$ cat config.mk
export PLATFORM = sky130hd
export DESIGN_NAME = probe_pin_mux
export DESIGN_NICKNAME = d
export VERILOG_FILES = /design/src/rtl/probe_pkg.sv /design/src/rtl/probe_pin_mux.sv
export SDC_FILE = /design/constraint.sdc
export NUM_CORES = 1
export LEC_CHECK = 0
export ABC_AREA = 0
export ABC_CLOCK_PERIOD_IN_PS = 1500
export BUFFER_PORTS_ARGS = -buffer_cell sky130_fd_sc_hd__buf_2
export CELL_PAD_IN_SITES_DETAIL_PLACEMENT = 1
export CELL_PAD_IN_SITES_GLOBAL_PLACEMENT = 2
export CORE_MARGIN = 4
export CORE_UTILIZATION = 13
export DETAILED_ROUTE_END_ITERATION = 16
export PLACE_DENSITY_LB_ADDON = 0.1
export SYNTH_ARGS = -nofsm -noshare
export SYNTH_HDL_FRONTEND = slang
export SYNTH_SLANG_ARGS = --single-unit
$ cat constraint.sdc
create_clock -name ref_clk -period 1.5 [get_ports ref_clk]
set_input_delay 0.225 -clock ref_clk [delete_from_list [all_inputs] [get_ports ref_clk]]
set_output_delay 0.225 -clock ref_clk [all_outputs]
set_load 0.05 [all_outputs]
$ cat src/rtl/probe_pkg.sv
package probe_pkg;

  // ----------------------------------------------------------------
  // command codes and parameter fields
  // ----------------------------------------------------------------
  localparam logic [7:0] CMD_DIGITAL = 8'h18;
  localparam logic [7:0] CMD_ANALOG = 8'h19;
  localparam logic [7:0] GRP_CODE_TIMER = 8'h1d;
  localparam logic [7:0] GRP_CODE_CARD = 8'h30;
  localparam logic [7:0] GRP_CODE_XCV = 8'h58;
  localparam logic [7:0] GRP_CODE_RXD = 8'h70;
  localparam logic [7:0] GRP_CODE_ERR = 8'h73;
  localparam int POS_PIN_LSB = 4;
  localparam int POS_SEL_LSB = 0;
  localparam logic [2:0] MAX_POS_BYTES = 3'h4;

  // ----------------------------------------------------------------
  // output pins, select codes, nonvolatile enable
  // ----------------------------------------------------------------
  localparam int NUM_PINS = 4;
  localparam logic [3:0] PIN_IRQ = 4'h0;
  localparam logic [3:0] PIN_AUX_ONE = 4'h1;
  localparam logic [3:0] PIN_AUX_TWO = 4'h2;
  localparam logic [3:0] PIN_GPO = 4'h3;
  localparam logic [3:0] SEL_CARRIER = 4'h8;
  localparam logic [7:0] NV_ENABLE_ADDR = 8'h17;
  localparam int NV_ENABLE_BIT = 7;
  localparam logic [7:0] ANA_RESERVED = 8'h08;
  localparam logic [7:0] ANA_MAX = 8'h0a;
  localparam logic [3:0] ANA_SEL_RST = 4'h0;

  typedef enum logic [2:0] {
    GRP_NONE = 3'b000,
    GRP_TIMER = 3'b001,
    GRP_CARD = 3'b010,
    GRP_XCV = 3'b011,
    GRP_RXD = 3'b100,
    GRP_ERR = 3'b101
  } grp_t;

  typedef enum logic [2:0] {
    ST_IDLE = 3'b000,
    ST_GROUP = 3'b001,
    ST_POS = 3'b010,
    ST_ANA_TWO = 3'b011,
    ST_ANA_ONE = 3'b100
  } parse_state_t;

  typedef struct packed {
    grp_t grp;
    logic [3:0] sel;
  } pin_cfg_t;

  localparam pin_cfg_t PIN_CFG_RST = '{grp: GRP_NONE, sel: 4'h0};

  // internal debug signals, one byte per group, bit index = select code
  typedef struct packed {
    logic [7:0] timer;
    logic [7:0] card;
    logic [7:0] xcv;
    logic [7:0] rxd;
    logic [7:0] err;
  } probe_sigs_t;

endpackage

$ cat src/rtl/probe_pin_mux.sv
`timescale 1ns/1ps
module probe_pin_mux import probe_pkg::*; (
  input wire logic ref_clk,
  input wire logic srst,
  input wire logic enable,
  input wire pin_cfg_t cfg,
  input wire probe_sigs_t sigs,
  input wire logic carrier,
  output logic pin_out
);

  logic out_reg;
  logic out_next;
  logic [7:0] grp_bits;

  // ----------------------------------------------------------------
  // signal selection
  // ----------------------------------------------------------------
  always_comb begin
    case (cfg.grp)
      GRP_TIMER: grp_bits = {sigs.timer[7:2], 2'b00};
      GRP_CARD: grp_bits = sigs.card;
      GRP_XCV: grp_bits = sigs.xcv;
      GRP_RXD: grp_bits = sigs.rxd;
      GRP_ERR: grp_bits = {sigs.err[7:6], 3'b000, sigs.err[2:0]};
      default: grp_bits = 8'h00;
    endcase
    out_next = 1'b0;
    if (enable && cfg.grp != GRP_NONE) begin
      if (cfg.sel == SEL_CARRIER) begin
        out_next = carrier;
      end else if (cfg.sel < SEL_CARRIER) begin
        out_next = grp_bits[cfg.sel[2:0]];
      end
    end
  end

  always_ff @(posedge ref_clk) begin
    if (srst) begin
      out_reg <= 1'b0;
    end else begin
      out_reg <= out_next;
    end
  end

  assign pin_out = out_reg;

  // ----------------------------------------------------------------
  // checks
  // ----------------------------------------------------------------
  enable_gate_a: assert property (@(posedge ref_clk) disable iff (srst)
    !enable |=> !pin_out) else $error("pin driven while test bus disabled");
  timer_run_a: assert property (@(posedge ref_clk) disable iff (srst)
    (enable && cfg.grp == GRP_TIMER && cfg.sel == 4'h7) |=> pin_out == $past(sigs.timer[7]))
    else $error("timer zero running flag not routed");
  timer_rsvd_a: assert property (@(posedge ref_clk) disable iff (srst)
    (cfg.grp == GRP_TIMER && cfg.sel < 4'h2) |=> !pin_out) else $error("reserved timer code not low");
  carrier_route_a: assert property (@(posedge ref_clk) disable iff (srst)
    (enable && cfg.grp != GRP_NONE && cfg.sel == SEL_CARRIER) |=> pin_out == $past(carrier))
    else $error("carrier not routed on code 8");
  card_typeb_a: assert property (@(posedge ref_clk) disable iff (srst)
    (enable && cfg.grp == GRP_CARD && cfg.sel == 4'h3) |=> pin_out == $past(sigs.card[3]))
    else $error("card mode code 3 wrong");
  xcv_start_a: assert property (@(posedge ref_clk) disable iff (srst)
    (enable && cfg.grp == GRP_XCV && cfg.sel == 4'h5) |=> pin_out == $past(sigs.xcv[5]))
    else $error("transceive code 5 wrong");
  rxd_status_a: assert property (@(posedge ref_clk) disable iff (srst)
    (enable && cfg.grp == GRP_RXD && cfg.sel == 4'h3) |=> pin_out == $past(sigs.rxd[3]))
    else $error("receiver data code 3 wrong");
  err_length_a: assert property (@(posedge ref_clk) disable iff (srst)
    (enable && cfg.grp == GRP_ERR && cfg.sel == 4'h6) |=> pin_out == $past(sigs.err[6]))
    else $error("receiver error code 6 wrong");
  reserved_low_a: assert property (@(posedge ref_clk) disable iff (srst)
    (cfg.sel > SEL_CARRIER || (cfg.grp == GRP_ERR && cfg.sel inside {[4'h3:4'h5]})) |=> !pin_out)
    else $error("reserved code not driven low");

endmodule

Yosys cells after proc, flatten, opt, wreduce, memory -nomap -nowiden
Index checks and enable logic that the tools add are counted.

Flip-flop bits (word level): 1. Input bits: 51. Output and inout port bits: 1. Logic and storage cells: 18.

Magnitude comparators: 2. Eq/ne operators: 6. Mux-type cells: 5. Bitwise operators: 1. Reduce and logical (&&, ||, !) cells: 3.

Operator list (count): 8-bit case mux with 5 select lines (1); 3-bit by 2-bit equality test with 1-bit output, second input constant (2); 3-bit equality test, second input constant (2); 4-bit equality test, second input constant (1); 3-bit by 4-bit < comparator with 1-bit output, second input constant (1); 4-bit < comparator, second input constant (1); 1-bit binary-select mux with 3-bit select (1); 3-bit by 1-bit equality test with 1-bit output, second input constant (1); 1-bit 2-to-1 mux (3); 3-bit nonzero test (1); 2-bit OR reduction (1); 1-bit logical AND (1); 1-bit NOT (1).

Longest topological paths before layout
Gate-level depths: netlist of run 1.

Depth in word-level cells: 6. Mapped depth: 6. Mapped depth without buffers: 5.

Worst setup path before layout of run 1
OpenSTA, ideal clock, no wires.

Path kind: input to register. Start: in cfg[5] in the netlist's numbering. End: reg out_reg, in the netlist pin_out. Setup time: 0.122 ns. Data arrival time: 1.306 ns. Data required time: 1.378 ns. Slack: 0.073 ns. Stages: 6. Path buffers: 1. Cell sequence: nor2b_2 -> buf_6 -> a221oi_1 -> a31o_1 -> a2111oi_2 -> o311a_1.

Cells in the longest elaborated chain, start to end: 6. Elaborated cells on any way between the ends: 14. Those cells by class: eq/ne (5); mux (5); bitwise (1); reduce/logical (3).

Ends and longest elaborated chain: start: declaration (line probe_pin_mux.sv:6) `input wire pin_cfg_t cfg,`; 3-bit equality test (tied with other cells) (line probe_pin_mux.sv:20) `case (cfg.grp)`; 8-bit case mux with 5 select lines (line probe_pin_mux.sv:20); 1-bit binary-select mux with 3-bit select (line probe_pin_mux.sv:33) `out_next = grp_bits[cfg.sel[2:0]];`; 1-bit 2-to-1 mux (not written as such) (line probe_pin_mux.sv:33); 1-bit 2-to-1 mux (line probe_pin_mux.sv:32) `end else if (cfg.sel < SEL_CARRIER) begin`; 1-bit 2-to-1 mux (line probe_pin_mux.sv:30) `if (cfg.sel == SEL_CARRIER) begin`; end signal: assignment (line probe_pin_mux.sv:42) `out_reg <= out_next;`; end: declaration (line probe_pin_mux.sv:12) `logic out_reg;`.

Parallel ways exist; a longest one is shown, timed or not. The select of a mux whose other input is x is not followed. A chain may end at the register's enable or synchronous reset.

Worst setup path in the final report of run 1
Ends and elaborated chain as after synthesis.

==> parameters.txt, run 1 <==
Parameter                              Value

Min path
  Hold-critical path depth ... 3
  Startpoint of the tightest hold check path ... srst
  Worst Hold Path EP ... pin_out
  Path type of the worst min-delay path ... in2reg

Detailed routing
  Detailed-routing iteration count for the pre-antenna-repair pass ... 4
  Vias/cell ... around 4.3
  Final routed wirelength across all metal layers ... approximately 2200 µm
  Initial drt markers ... 7
  Via total after detailed routing ... between 600 and 700
  DRC viols ... 0
  Average wire per standard cell ... 13.5 µm
  Remaining antenna violation count after routing ... 0

Setup path
  Required time of the critical path ... 1.37 ns
  Kind of launch point of the worst setup path ... input pin
  Critical path class ... in2reg
  Endpoint type of the worst setup path ... flip-flop
  Peak fanout along the critical path ... 5
  CP Data Arrival Time ... around 1.4 ns

STA
  Final slew viol count ... 0
  Final Hold Viols ... 0
  Fmax ... ~660 MHz
  Fin Setup TNS ... -0.0204 ns
  Final cycle utilization of the critical path ... 101%
  Fin Hold WS ... 0.515 ns
  Pin slew with the least headroom to its limit ... between 0.3 and 0.4 ns
  RSZ-0062 raised after global routing ... true
  Setup slack of the critical path after layout ... -0.0204 ns
  Shortest period the worst path allows ... about 1.5 ns
  Slew margin rel. ... approximately three quarters
  Endpoints failing setup ... 1

Placement
  Quantity of I/O buffers inserted on ports ... 46
  Weighted congestion reported at the end of routability-driven placement ... around 0.71
  Post-DP HPWL ... a little under 2000 µm
  Placed cell count ... 162

Synthesis
  Number of warnings issued by yosys ... 0
  Post-synth EDFFs ... 0
  Compound-gate portion of the synthesized area ... about two fifths
  Post-synthesis share of cell area spent on and, or, nand and nor gates ... between 20% and 30%
  Post-Synthesis Net Count ... around 110
  Post-Syn Area per Cell ... between 7 and 8 µm²
  Synthesized instance count ... 60
  Sequential-to-total area share from yosys stat ... 4.29%
  Synthesized-area fraction occupied by xor and xnor cells ... 0%
  Area leader, netlist ... mux2i_1
  Synth top cells by count ... mux2i_1 (9), nand2_1 (4), a21oi_1 (3), nand2b_1 (3)
  Proportion of synthesized area in mux cells ... 21.7%
  Number of library cell types mapped by synthesis ... 39
  Adder-Cell Fraction of Synth Area ... 0%
  Ys async rst share ... 0%
  Dominant cells by area after synthesis ... mux2i_1 (19%), a221o_1 (4.3%), dfxtp_1 (4.3%)
  Top FF cell, synth ... dfxtp_1
  Portion of synthesized cell area occupied by the leading cell type ... about a fifth
  Combinational family with the most area after synthesis ... compound AO/OA/AOI/OAI gates
  Post-Synthesis Cell Area ... between 400 and 500 µm²
  Synthesis-stage register bit count ... 1
  Top-count cell post-synth ... mux2i_1

Die
  Die area ... 0.00461 mm²
  FP Rows ... 21
  Horizontal die dimension ... between 60 and 70 µm
  Core Region ... 0.00339 mm²
  Number of ports placed on the die boundary ... 52
  Height of the die ... just under 70 µm
  Starting density of the core ... between 10% and 20%

GRT
  Overall fraction of global-route tracks in use ... a little under a tenth
  Number of global-route vias before repair ... 763
  Aggregate global routing overflow ... 0
  Initial antenna violation count ... 0
  Maximum number of pins on one net before global-route repair ... 10
  Global-route wire length before repair ... between 3000 and 4000 µm

Pwr
  Worst-case vdd ir drop ... a little over 0.00008 V
  Total power density per cell area ... approximately 280 mW/mm²
  Power, Total ... around 260 µW
  Lkg Pwr ... about 0.45 nW

Cells and area
  Flip-flop count of the largest register after layout ... 1
  Nets ... 169
  Count of placed standard cells in the final layout, fillers left out ... approximately 160
  # diodes ... 0
  Fill count ... 430
  Area overhead of the layout relative to synthesis ... 101%
  Share of layout cells above drive strength 1 ... between 60% and 70%

Run status
  Run status ... finished with violations
  Failing checks ... setup timing

CTS
  Clock-pin slew on the worst setup and hold paths ... 0 ns
  Hold Buf Count CTS ... 0
  Postcts setup bufs ... 0

Job
  Number of violations of the max-capacitance limit ... 0
-- final cells by class --
cell class	instances	area (µm²)	area share, %
Multi-Input combinational cell	53	482	51.3
Sequential cell	1	20.0	2.13
Timing Repair Buffer	61	377	40.1
Tap cell	46	57.6	6.13
Inverter	1	3.75	0.399
-- worst max path at each step --
stage                       from       to  slack [ns]  cells after the start
after floorplan           cfg[5]  pin_out        0.07                      6
after global placement    cfg[5]  pin_out       -0.15                      7
after detailed placement  cfg[6]  pin_out       -0.15                      7
after CTS                 cfg[6]  pin_out       -0.03                      7
after global routing      cfg[6]  pin_out       -0.08                      6
final                     cfg[5]  pin_out       -0.02                      6
-- cell families after synthesis --
logic type             Yosys count
AO/OA/AOI/OAI                   23
flip-flops                       1
multiplexers                    10
AND/OR/NAND/NOR                 20
buffers and inverters            6
-- critical path, stage by stage --
cell       delay (ns)
buf_6            0.10
nor2b_4          0.13
buf_6            0.14
a221oi_2         0.35
a2111oi_4        0.09
o311a_1          0.36
-- what timing repair did --
item                       in CTS  in global routing
setup endpoints to repair       1                  1
gates resized for setup        14                  8
hold endpoints to repair        0                  0
pin swaps                       7                  6
-- per-layer routing --
metal	up-vias	part of all wire [%]	GRT usage [%]
met2	20	51	17.9
li1	354	-	-
met5	-	0	0
met3	0	6.2	0.657
met4	0	0	0
met1	325	43	11.3
-- power by group --
group | switching (mW) | leakage, nW | internal [mW]
combinational | 0.103 | 0.438 | 0.132
sequential | 0.000175 | 0.00811 | 0.0280
clock | 0 | 0 | 0
-- per-stage QoR --
stage	utilization [%]	setup WS (ns)	cell area [µm²]
2_1_floorplan	-	0.0725	467
3_3_place_gp	24.7	-0.146	837
3_5_place_dp	24.7	-0.155	837
4_1_cts	26.6	-0.0268	901
5_1_grt	27.7	-0.0824	940
6_report	27.7	-0.0204	940
-- layout by cell type (no fill, tap or decap), types with 2 or more instances in the layout --
cell type  Yosys  routed
buf_4          0      12
nand2b_1       3       3
nand2_1        4       4
a21oi_1        3       3
nor2_1         2       2
o21ai_0        2       2
a221oi_2       0       2
buf_2          2      43
mux2i_1        9       9
a221o_1        2       2
buf_6          1       5
Power figures use the tool's default switching activity.
==> inputs of run 2 (changes only) <==
Settings changed: ABC_CLOCK_PERIOD_IN_PS 1500 to 1260, PLACE_DENSITY_LB_ADDON 0.1 to 0.25, SKIP_CTS_REPAIR_TIMING from default to 1.
Clock period 1.5 ns to 1.26 ns, I/O delays scaled along.
==> parameters.txt, run 2 (same netlist as run 1, synthesis figures left out) <==
Parameter                              Value

Run status
  Run status ... finished with violations (unchanged)
  Failing checks ... setup timing (unchanged)

Min path
  Path type of the worst min-delay path ... in2reg (unchanged)

Cells and area
  Share of layout cells above drive strength 1 ... 58.9% (was 63.8%)
  Final standard cell utilization of the core ... 25.9% (was 27.7%)
  Area overhead of the layout relative to synthesis ... 88.2% (was 101%)
  Finished Cell Area ... 878 µm² (was 940 µm²)
  Leading cell types in the layout, fill and taps excluded ... buf_2 (44), buf_4 (10), mux2i_1 (9) (was buf_2 (43), buf_4 (12), mux2i_1 (9))
  Area used by multi-input combinational logic ... 455 µm² (was 482 µm²)
  Leading cell type in the layout, fill and taps excluded ... buf_2 (unchanged)
  # diodes ... 0 (unchanged)
  Register area ... 20.0 µm² (unchanged)
  Nets ... 165 (was 169)
  Fill count ... 428 (was 430)
  Flip-flop count of the largest register after layout ... 1 (unchanged)

Detailed routing
  Initial drt markers ... 16 (was 7)
  Vias/cell ... 4.30 (was 4.31)
  Via total after detailed routing ... 680 (was 699)
  Detailed-routing iteration count for the pre-antenna-repair pass ... 4 (unchanged)
  Final routed wirelength across all metal layers ... 2130 µm (was 2190 µm)
  Average wire per standard cell ... 13.5 µm (about the same)
  DRC viols ... 0 (unchanged)
  Remaining antenna violation count after routing ... 0 (unchanged)

Pwr
  Lkg Pwr ... 0.421 nW (was 0.446 nW)
  Total power density per cell area ... 331 mW/mm² (was 280 mW/mm²)
  Worst-case vdd ir drop ... 0.000127 V (was 0.0000814 V)

Setup path
  Cell-by-cell listing of the critical path ... buf_6 > nor2b_4 > a221oi_2 > a31o_1 > a2111oi_4 > o311a_1 (was buf_6 > nor2b_4 > buf_6 > a221oi_2 > a2111oi_4 > o311a_1)
  Delay of the slowest critical-path stage ... 0.34 ns (was 0.36 ns)
  Endpoint type of the worst setup path ... flip-flop (unchanged)
  Peak fanout along the critical path ... 7 (was 5)
  Required time of the critical path ... 1.20 ns (was 1.37 ns)
  Critical path class ... in2reg (unchanged)
  Standard cell with the maximum stage delay on the critical path ... a2111oi_4 (was o311a_1)
  CP Data Arrival Time ... 1.44 ns (was 1.39 ns)
  Kind of launch point of the worst setup path ... input pin (unchanged)

STA
  Setup slack of the critical path after layout ... -0.238 ns (was -0.0204 ns)
  Fin Setup TNS ... -0.238 ns (was -0.0204 ns)
  Final Hold Viols ... 0 (unchanged)
  RSZ-0062 raised after global routing ... true (unchanged)
  Final cycle utilization of the critical path ... 119%
  Final slew viol count ... 0 (unchanged)
  Slew margin rel. ... 77.9% (was 75.4%)
  Shortest period the worst path allows ... between 1 and 1.5 ns
  Fmax ... 667 MHz
  Endpoints failing setup ... 1 (unchanged)
  Fin Hold WS ... 0.477 ns (was 0.515 ns)
  Pin slew with the least headroom to its limit ... 0.327 ns (was 0.365 ns)

Die
  Number of ports placed on the die boundary ... 52 (unchanged)
  Core Region ... 0.00339 mm² (unchanged)
  Die area ... 0.00461 mm² (unchanged)
  Horizontal die dimension ... 67.9 µm (unchanged)
  FP Rows ... 21 (unchanged)
  Starting density of the core ... 13.8% (unchanged)
  Height of the die ... 67.9 µm (unchanged)

CTS
  Clock-pin slew on the worst setup and hold paths ... 0 ns (about the same)

GRT
  Initial antenna violation count ... 0 (unchanged)
  Number of global-route vias before repair ... 731 (was 763)
  Aggregate global routing overflow ... 0 (unchanged)
  Global-route wire length before repair ... 3280 µm (was 3410 µm)
  Overall fraction of global-route tracks in use ... 9.06% (was 9.10%)
  Maximum number of pins on one net before global-route repair ... 8 (was 10)

Placement
  Post-DP HPWL ... 1940 µm (about the same)
  Placed cell area ... 850 µm² (was 837 µm²)
  Quantity of I/O buffers inserted on ports ... 46 (unchanged)
  Place WS ... -0.245 ns (was -0.155 ns)
  Weighted congestion reported at the end of routability-driven placement ... 0.722 (was 0.708)

Job
  Number of violations of the max-capacitance limit ... 0 (unchanged)
[run 2: cell count changes in the layout (fill, tap and decap cells not counted), sizes merged]
cell	previous run	this run
buf	61	57
[run 2: worst max-delay path: cells and delay by family]
family | cells | cell delay [ns]
AO/OA/AOI/OAI | 4 | 0.87
AND/OR/NAND/NOR | 1 | 0.26
buffers and inverters | 1 | 0.11
[run 2: area by class of cell]
| type | instances | area share [%] |
|---|---|---|
| Sequential cell | 1 | 2.28 |
| Tap cell | 46 | 6.55 |
| Timing Repair Buffer | 57 | 38.9 |
| Inverter | 1 | 0.427 |
| Multi-Input combinational cell | 53 | 51.9 |
[run 2: through the flow]
step	cells	power, mW
final	158	0.291
after floorplan	60	0.156
after CTS	158	0.284
after detailed placement	158	0.283
after global placement	158	0.283
after global routing	158	0.319
[run 2: final timing paths]
path,start,to,cells after the start
max,cfg[6],pin_out,6
min,srst,pin_out,3
[run 2: power breakdown]
group	internal (mW)	switching [mW]	total [mW]
Combinational	0.142	0.115	0.257
Clock	0	0	0
Sequential	0.0334	0.000403	0.0338
Total	0.175	0.116	0.291
[run 2: metal layers]
metal | vias to the layer above | wire [µm] | track usage (%)
met3 | 0 | 123 | 0.985
met4 | 0 | 0 | 0
met5 | - | 0 | 0
met2 | 21 | 1070 | 16.6
met1 | 316 | 932 | 12.0
li1 | 343 | - | -
==> inputs of run 3 (changes only) <==
Settings changed: ABC_AREA 0 to 1, CORE_ASPECT_RATIO from default to 1.2, CORE_UTILIZATION 13 to 12.
==> parameters.txt, run 3 <==
Parameter                              Value

Synthesis
  Post-Synthesis Net Count ... 156 (was 111)
  Synthesis-stage register bit count ... 1 (unchanged)
  Post-Syn Area per Cell ... 4.72 µm² (was 7.78 µm²)
  Number of warnings issued by yosys ... 0 (unchanged)
  Portion of synthesized cell area occupied by the leading cell type ... 20.5% (was 19.3%)
  Post-synth EDFFs ... 0 (unchanged)
  Ys async rst share ... 0% (unchanged)
  Post-Synthesis Cell Area ... 495 µm² (was 467 µm²)
  Sequential-to-total area share from yosys stat ... 4.04% (was 4.29%)
  Synthesized instance count ... 105 (was 60)
  Top-count cell post-synth ... nand2_1 (was mux2i_1)
  Top FF cell, synth ... dfxtp_1 (unchanged)
  Number of library cell types mapped by synthesis ... 16 (was 39)
  Synth top cells by count ... nand2_1 (27), inv_1 (17), nor2_1 (15) (was mux2i_1 (9), nand2_1 (4), a21oi_1 (3), nand2b_1 (3))
  Dominant cells by area after synthesis ... nand2_1 (20%), nand4_1 (18%), inv_1 (13%) (was mux2i_1 (19%), a221o_1 (4.3%), dfxtp_1 (4.3%))
  Area leader, netlist ... nand2_1 (was mux2i_1)

Die
  Number of ports placed on the die boundary ... 52 (unchanged)
  Core Region ... 0.00397 mm² (was 0.00339 mm²)
  FP Rows ... 25 (was 21)
  Horizontal die dimension ... 66.7 µm (was 67.9 µm)
  Height of the die ... 78.4 µm (was 67.9 µm)
  Die area ... 0.00523 mm² (was 0.00461 mm²)
  Starting density of the core ... 12.5% (was 13.8%)

Min path
  Startpoint of the tightest hold check path ... enable (was srst)
  Hold-critical path depth ... 3 (unchanged)
  Path type of the worst min-delay path ... in2reg (unchanged)
  Worst Hold Path EP ... pin_out (unchanged)

Pwr
  Worst-case vdd ir drop ... 0.0000869 V (was 0.000127 V)
  Power, Total ... 290 µW (was 291 µW)
  Lkg Pwr ... 0.548 nW (was 0.421 nW)
  Total power density per cell area ... 303 mW/mm² (was 331 mW/mm²)

Cells and area
  # diodes ... 0 (unchanged)
  Leading cell type in the layout, fill and taps excluded ... buf_2 (unchanged)
  Leading cell types in the layout, fill and taps excluded ... buf_2 (43), nand2_1 (26), inv_1 (15), nor2_1 (15), nand4_1 (14) (was buf_2 (44), buf_4 (10), mux2i_1 (9))
  Flip-flop count of the largest register after layout ... 1 (unchanged)
  Area overhead of the layout relative to synthesis ... 93.2% (was 88.2%)
  Nets ... 212 (was 165)
  Share of layout cells above drive strength 1 ... 44.7% (was 58.9%)

Detailed routing
  Average wire per standard cell ... 11.8 µm (was 13.5 µm)
  Initial drt markers ... 30 (was 16)
  DRC viols ... 0 (unchanged)
  Vias/cell ... 4.12 (was 4.30)
  Detailed-routing iteration count for the pre-antenna-repair pass ... 4 (unchanged)
  Remaining antenna violation count after routing ... 0 (unchanged)
  Final routed wirelength across all metal layers ... 2520 µm (was 2130 µm)
  Via total after detailed routing ... 878 (was 680)

STA
  Shortest period the worst path allows ... 1.25 ns (was 1.50 ns)
  Final cycle utilization of the critical path ... 99.5% (was 119%)
  Final slew viol count ... 0 (unchanged)
  Fin Setup TNS ... 0 ns (was -0.238 ns)
  Final Hold Viols ... 0 (unchanged)
  Setup slack of the critical path after layout ... 0.00606 ns (was -0.238 ns)
  Fin Hold WS ... 0.426 ns (was 0.477 ns)
  RSZ-0062 raised after global routing ... true (unchanged)
  Pin slew with the least headroom to its limit ... 0.247 ns (was 0.327 ns)
  Slew margin rel. ... 83.7% (was 77.9%)
  Fmax ... 797 MHz (was 667 MHz)
  Endpoints failing setup ... 0 (was 1)

Setup path
  Required time of the critical path ... 1.19 ns (was 1.20 ns)
  CP Data Arrival Time ... 1.18 ns (was 1.44 ns)
  Endpoint type of the worst setup path ... flip-flop (unchanged)
  Critical path class ... in2reg (unchanged)
  Kind of launch point of the worst setup path ... input pin (unchanged)
  Peak fanout along the critical path ... 4 (was 7)

GRT
  Global-route wire length before repair ... 3830 µm (was 3280 µm)
  Number of global-route vias before repair ... 886 (was 731)
  Overall fraction of global-route tracks in use ... 8.89% (was 9.06%)
  Initial antenna violation count ... 0 (unchanged)
  Aggregate global routing overflow ... 0 (unchanged)
  Maximum number of pins on one net before global-route repair ... 10 (was 8)

Run status
  Run status ... completed (was finished with violations)

Placement
  Post-DP HPWL ... 2170 µm (was 1940 µm)
  Weighted congestion reported at the end of routability-driven placement ... 0.738 (was 0.722)
  Place WS ... -0.122 ns (was -0.245 ns)
  Quantity of I/O buffers inserted on ports ... 46 (unchanged)

Job
  Number of violations of the max-capacitance limit ... 0 (unchanged)

CTS
  Clock-pin slew on the worst setup and hold paths ... 0 ns (about the same)
-- run 3: worst max-delay path by stage --
stage / cells after the start / end / start
after global placement: 12 / pin_out / cfg[6]
after floorplan: 10 / pin_out / cfg[6]
after CTS: 12 / pin_out / cfg[6]
after detailed placement: 12 / pin_out / cfg[6]
final: 13 / pin_out / cfg[5]
after global routing: 13 / pin_out / cfg[5]
-- run 3: metrics by stage --
step	cell area [µm²]	cells	utilization, %
after global placement	851	212	21.4
after CTS	851	212	21.4
after floorplan	495	105	-
after detailed placement	851	212	21.4
final	957	213	24.1
after global routing	957	213	24.1
-- run 3: logic make-up (layout without fill, tap and decap cells) --
family	after synthesis	in the layout	share of synthesized area, %
buffers and inverters	23	77	19.4
DFF	1	1	4.04
AOI/OAI and AO/OA	11	11	11.1
and+or+nand+nor	70	70	65.4
-- run 3: power by group --
part	switching, mW	internal, mW
Combinational	0.128	0.128
Clock	0	0
Sequential	0.000358	0.0334
-- run 3: final cells by class --
type                            instances  area, µm²
Fill cell                             536       3020
Multi-Input combinational cell         81        425
Timing Repair Buffer                   58        363
Inverter                               19       81.3
Tap cell                               54       67.6
Sequential cell                         1       20.0
-- run 3: layer usage --
layer / vias to the layer above / part of all wire, % / global-route usage, %
met3: 0 / 7.3 / 1.00
li1: 455 / - / -
met2: 32 / 50 / 16.2
met4: 0 / 0 / 0
met5: - / 0 / 0
met1: 391 / 43 / 11.8
-- run 3: critical path, stage by stage --
cell and delay [ns]:
buf_12 0.11, nor2_4 0.14, buf_6 0.13, nand3_2 0.05
nand2_1 0.06, inv_1 0.04, nand2_1 0.06, nand2_1 0.05
nand2_1 0.07, nor2_1 0.04, nand2_1 0.06, nand3_1 0.06
a21oi_1 0.13
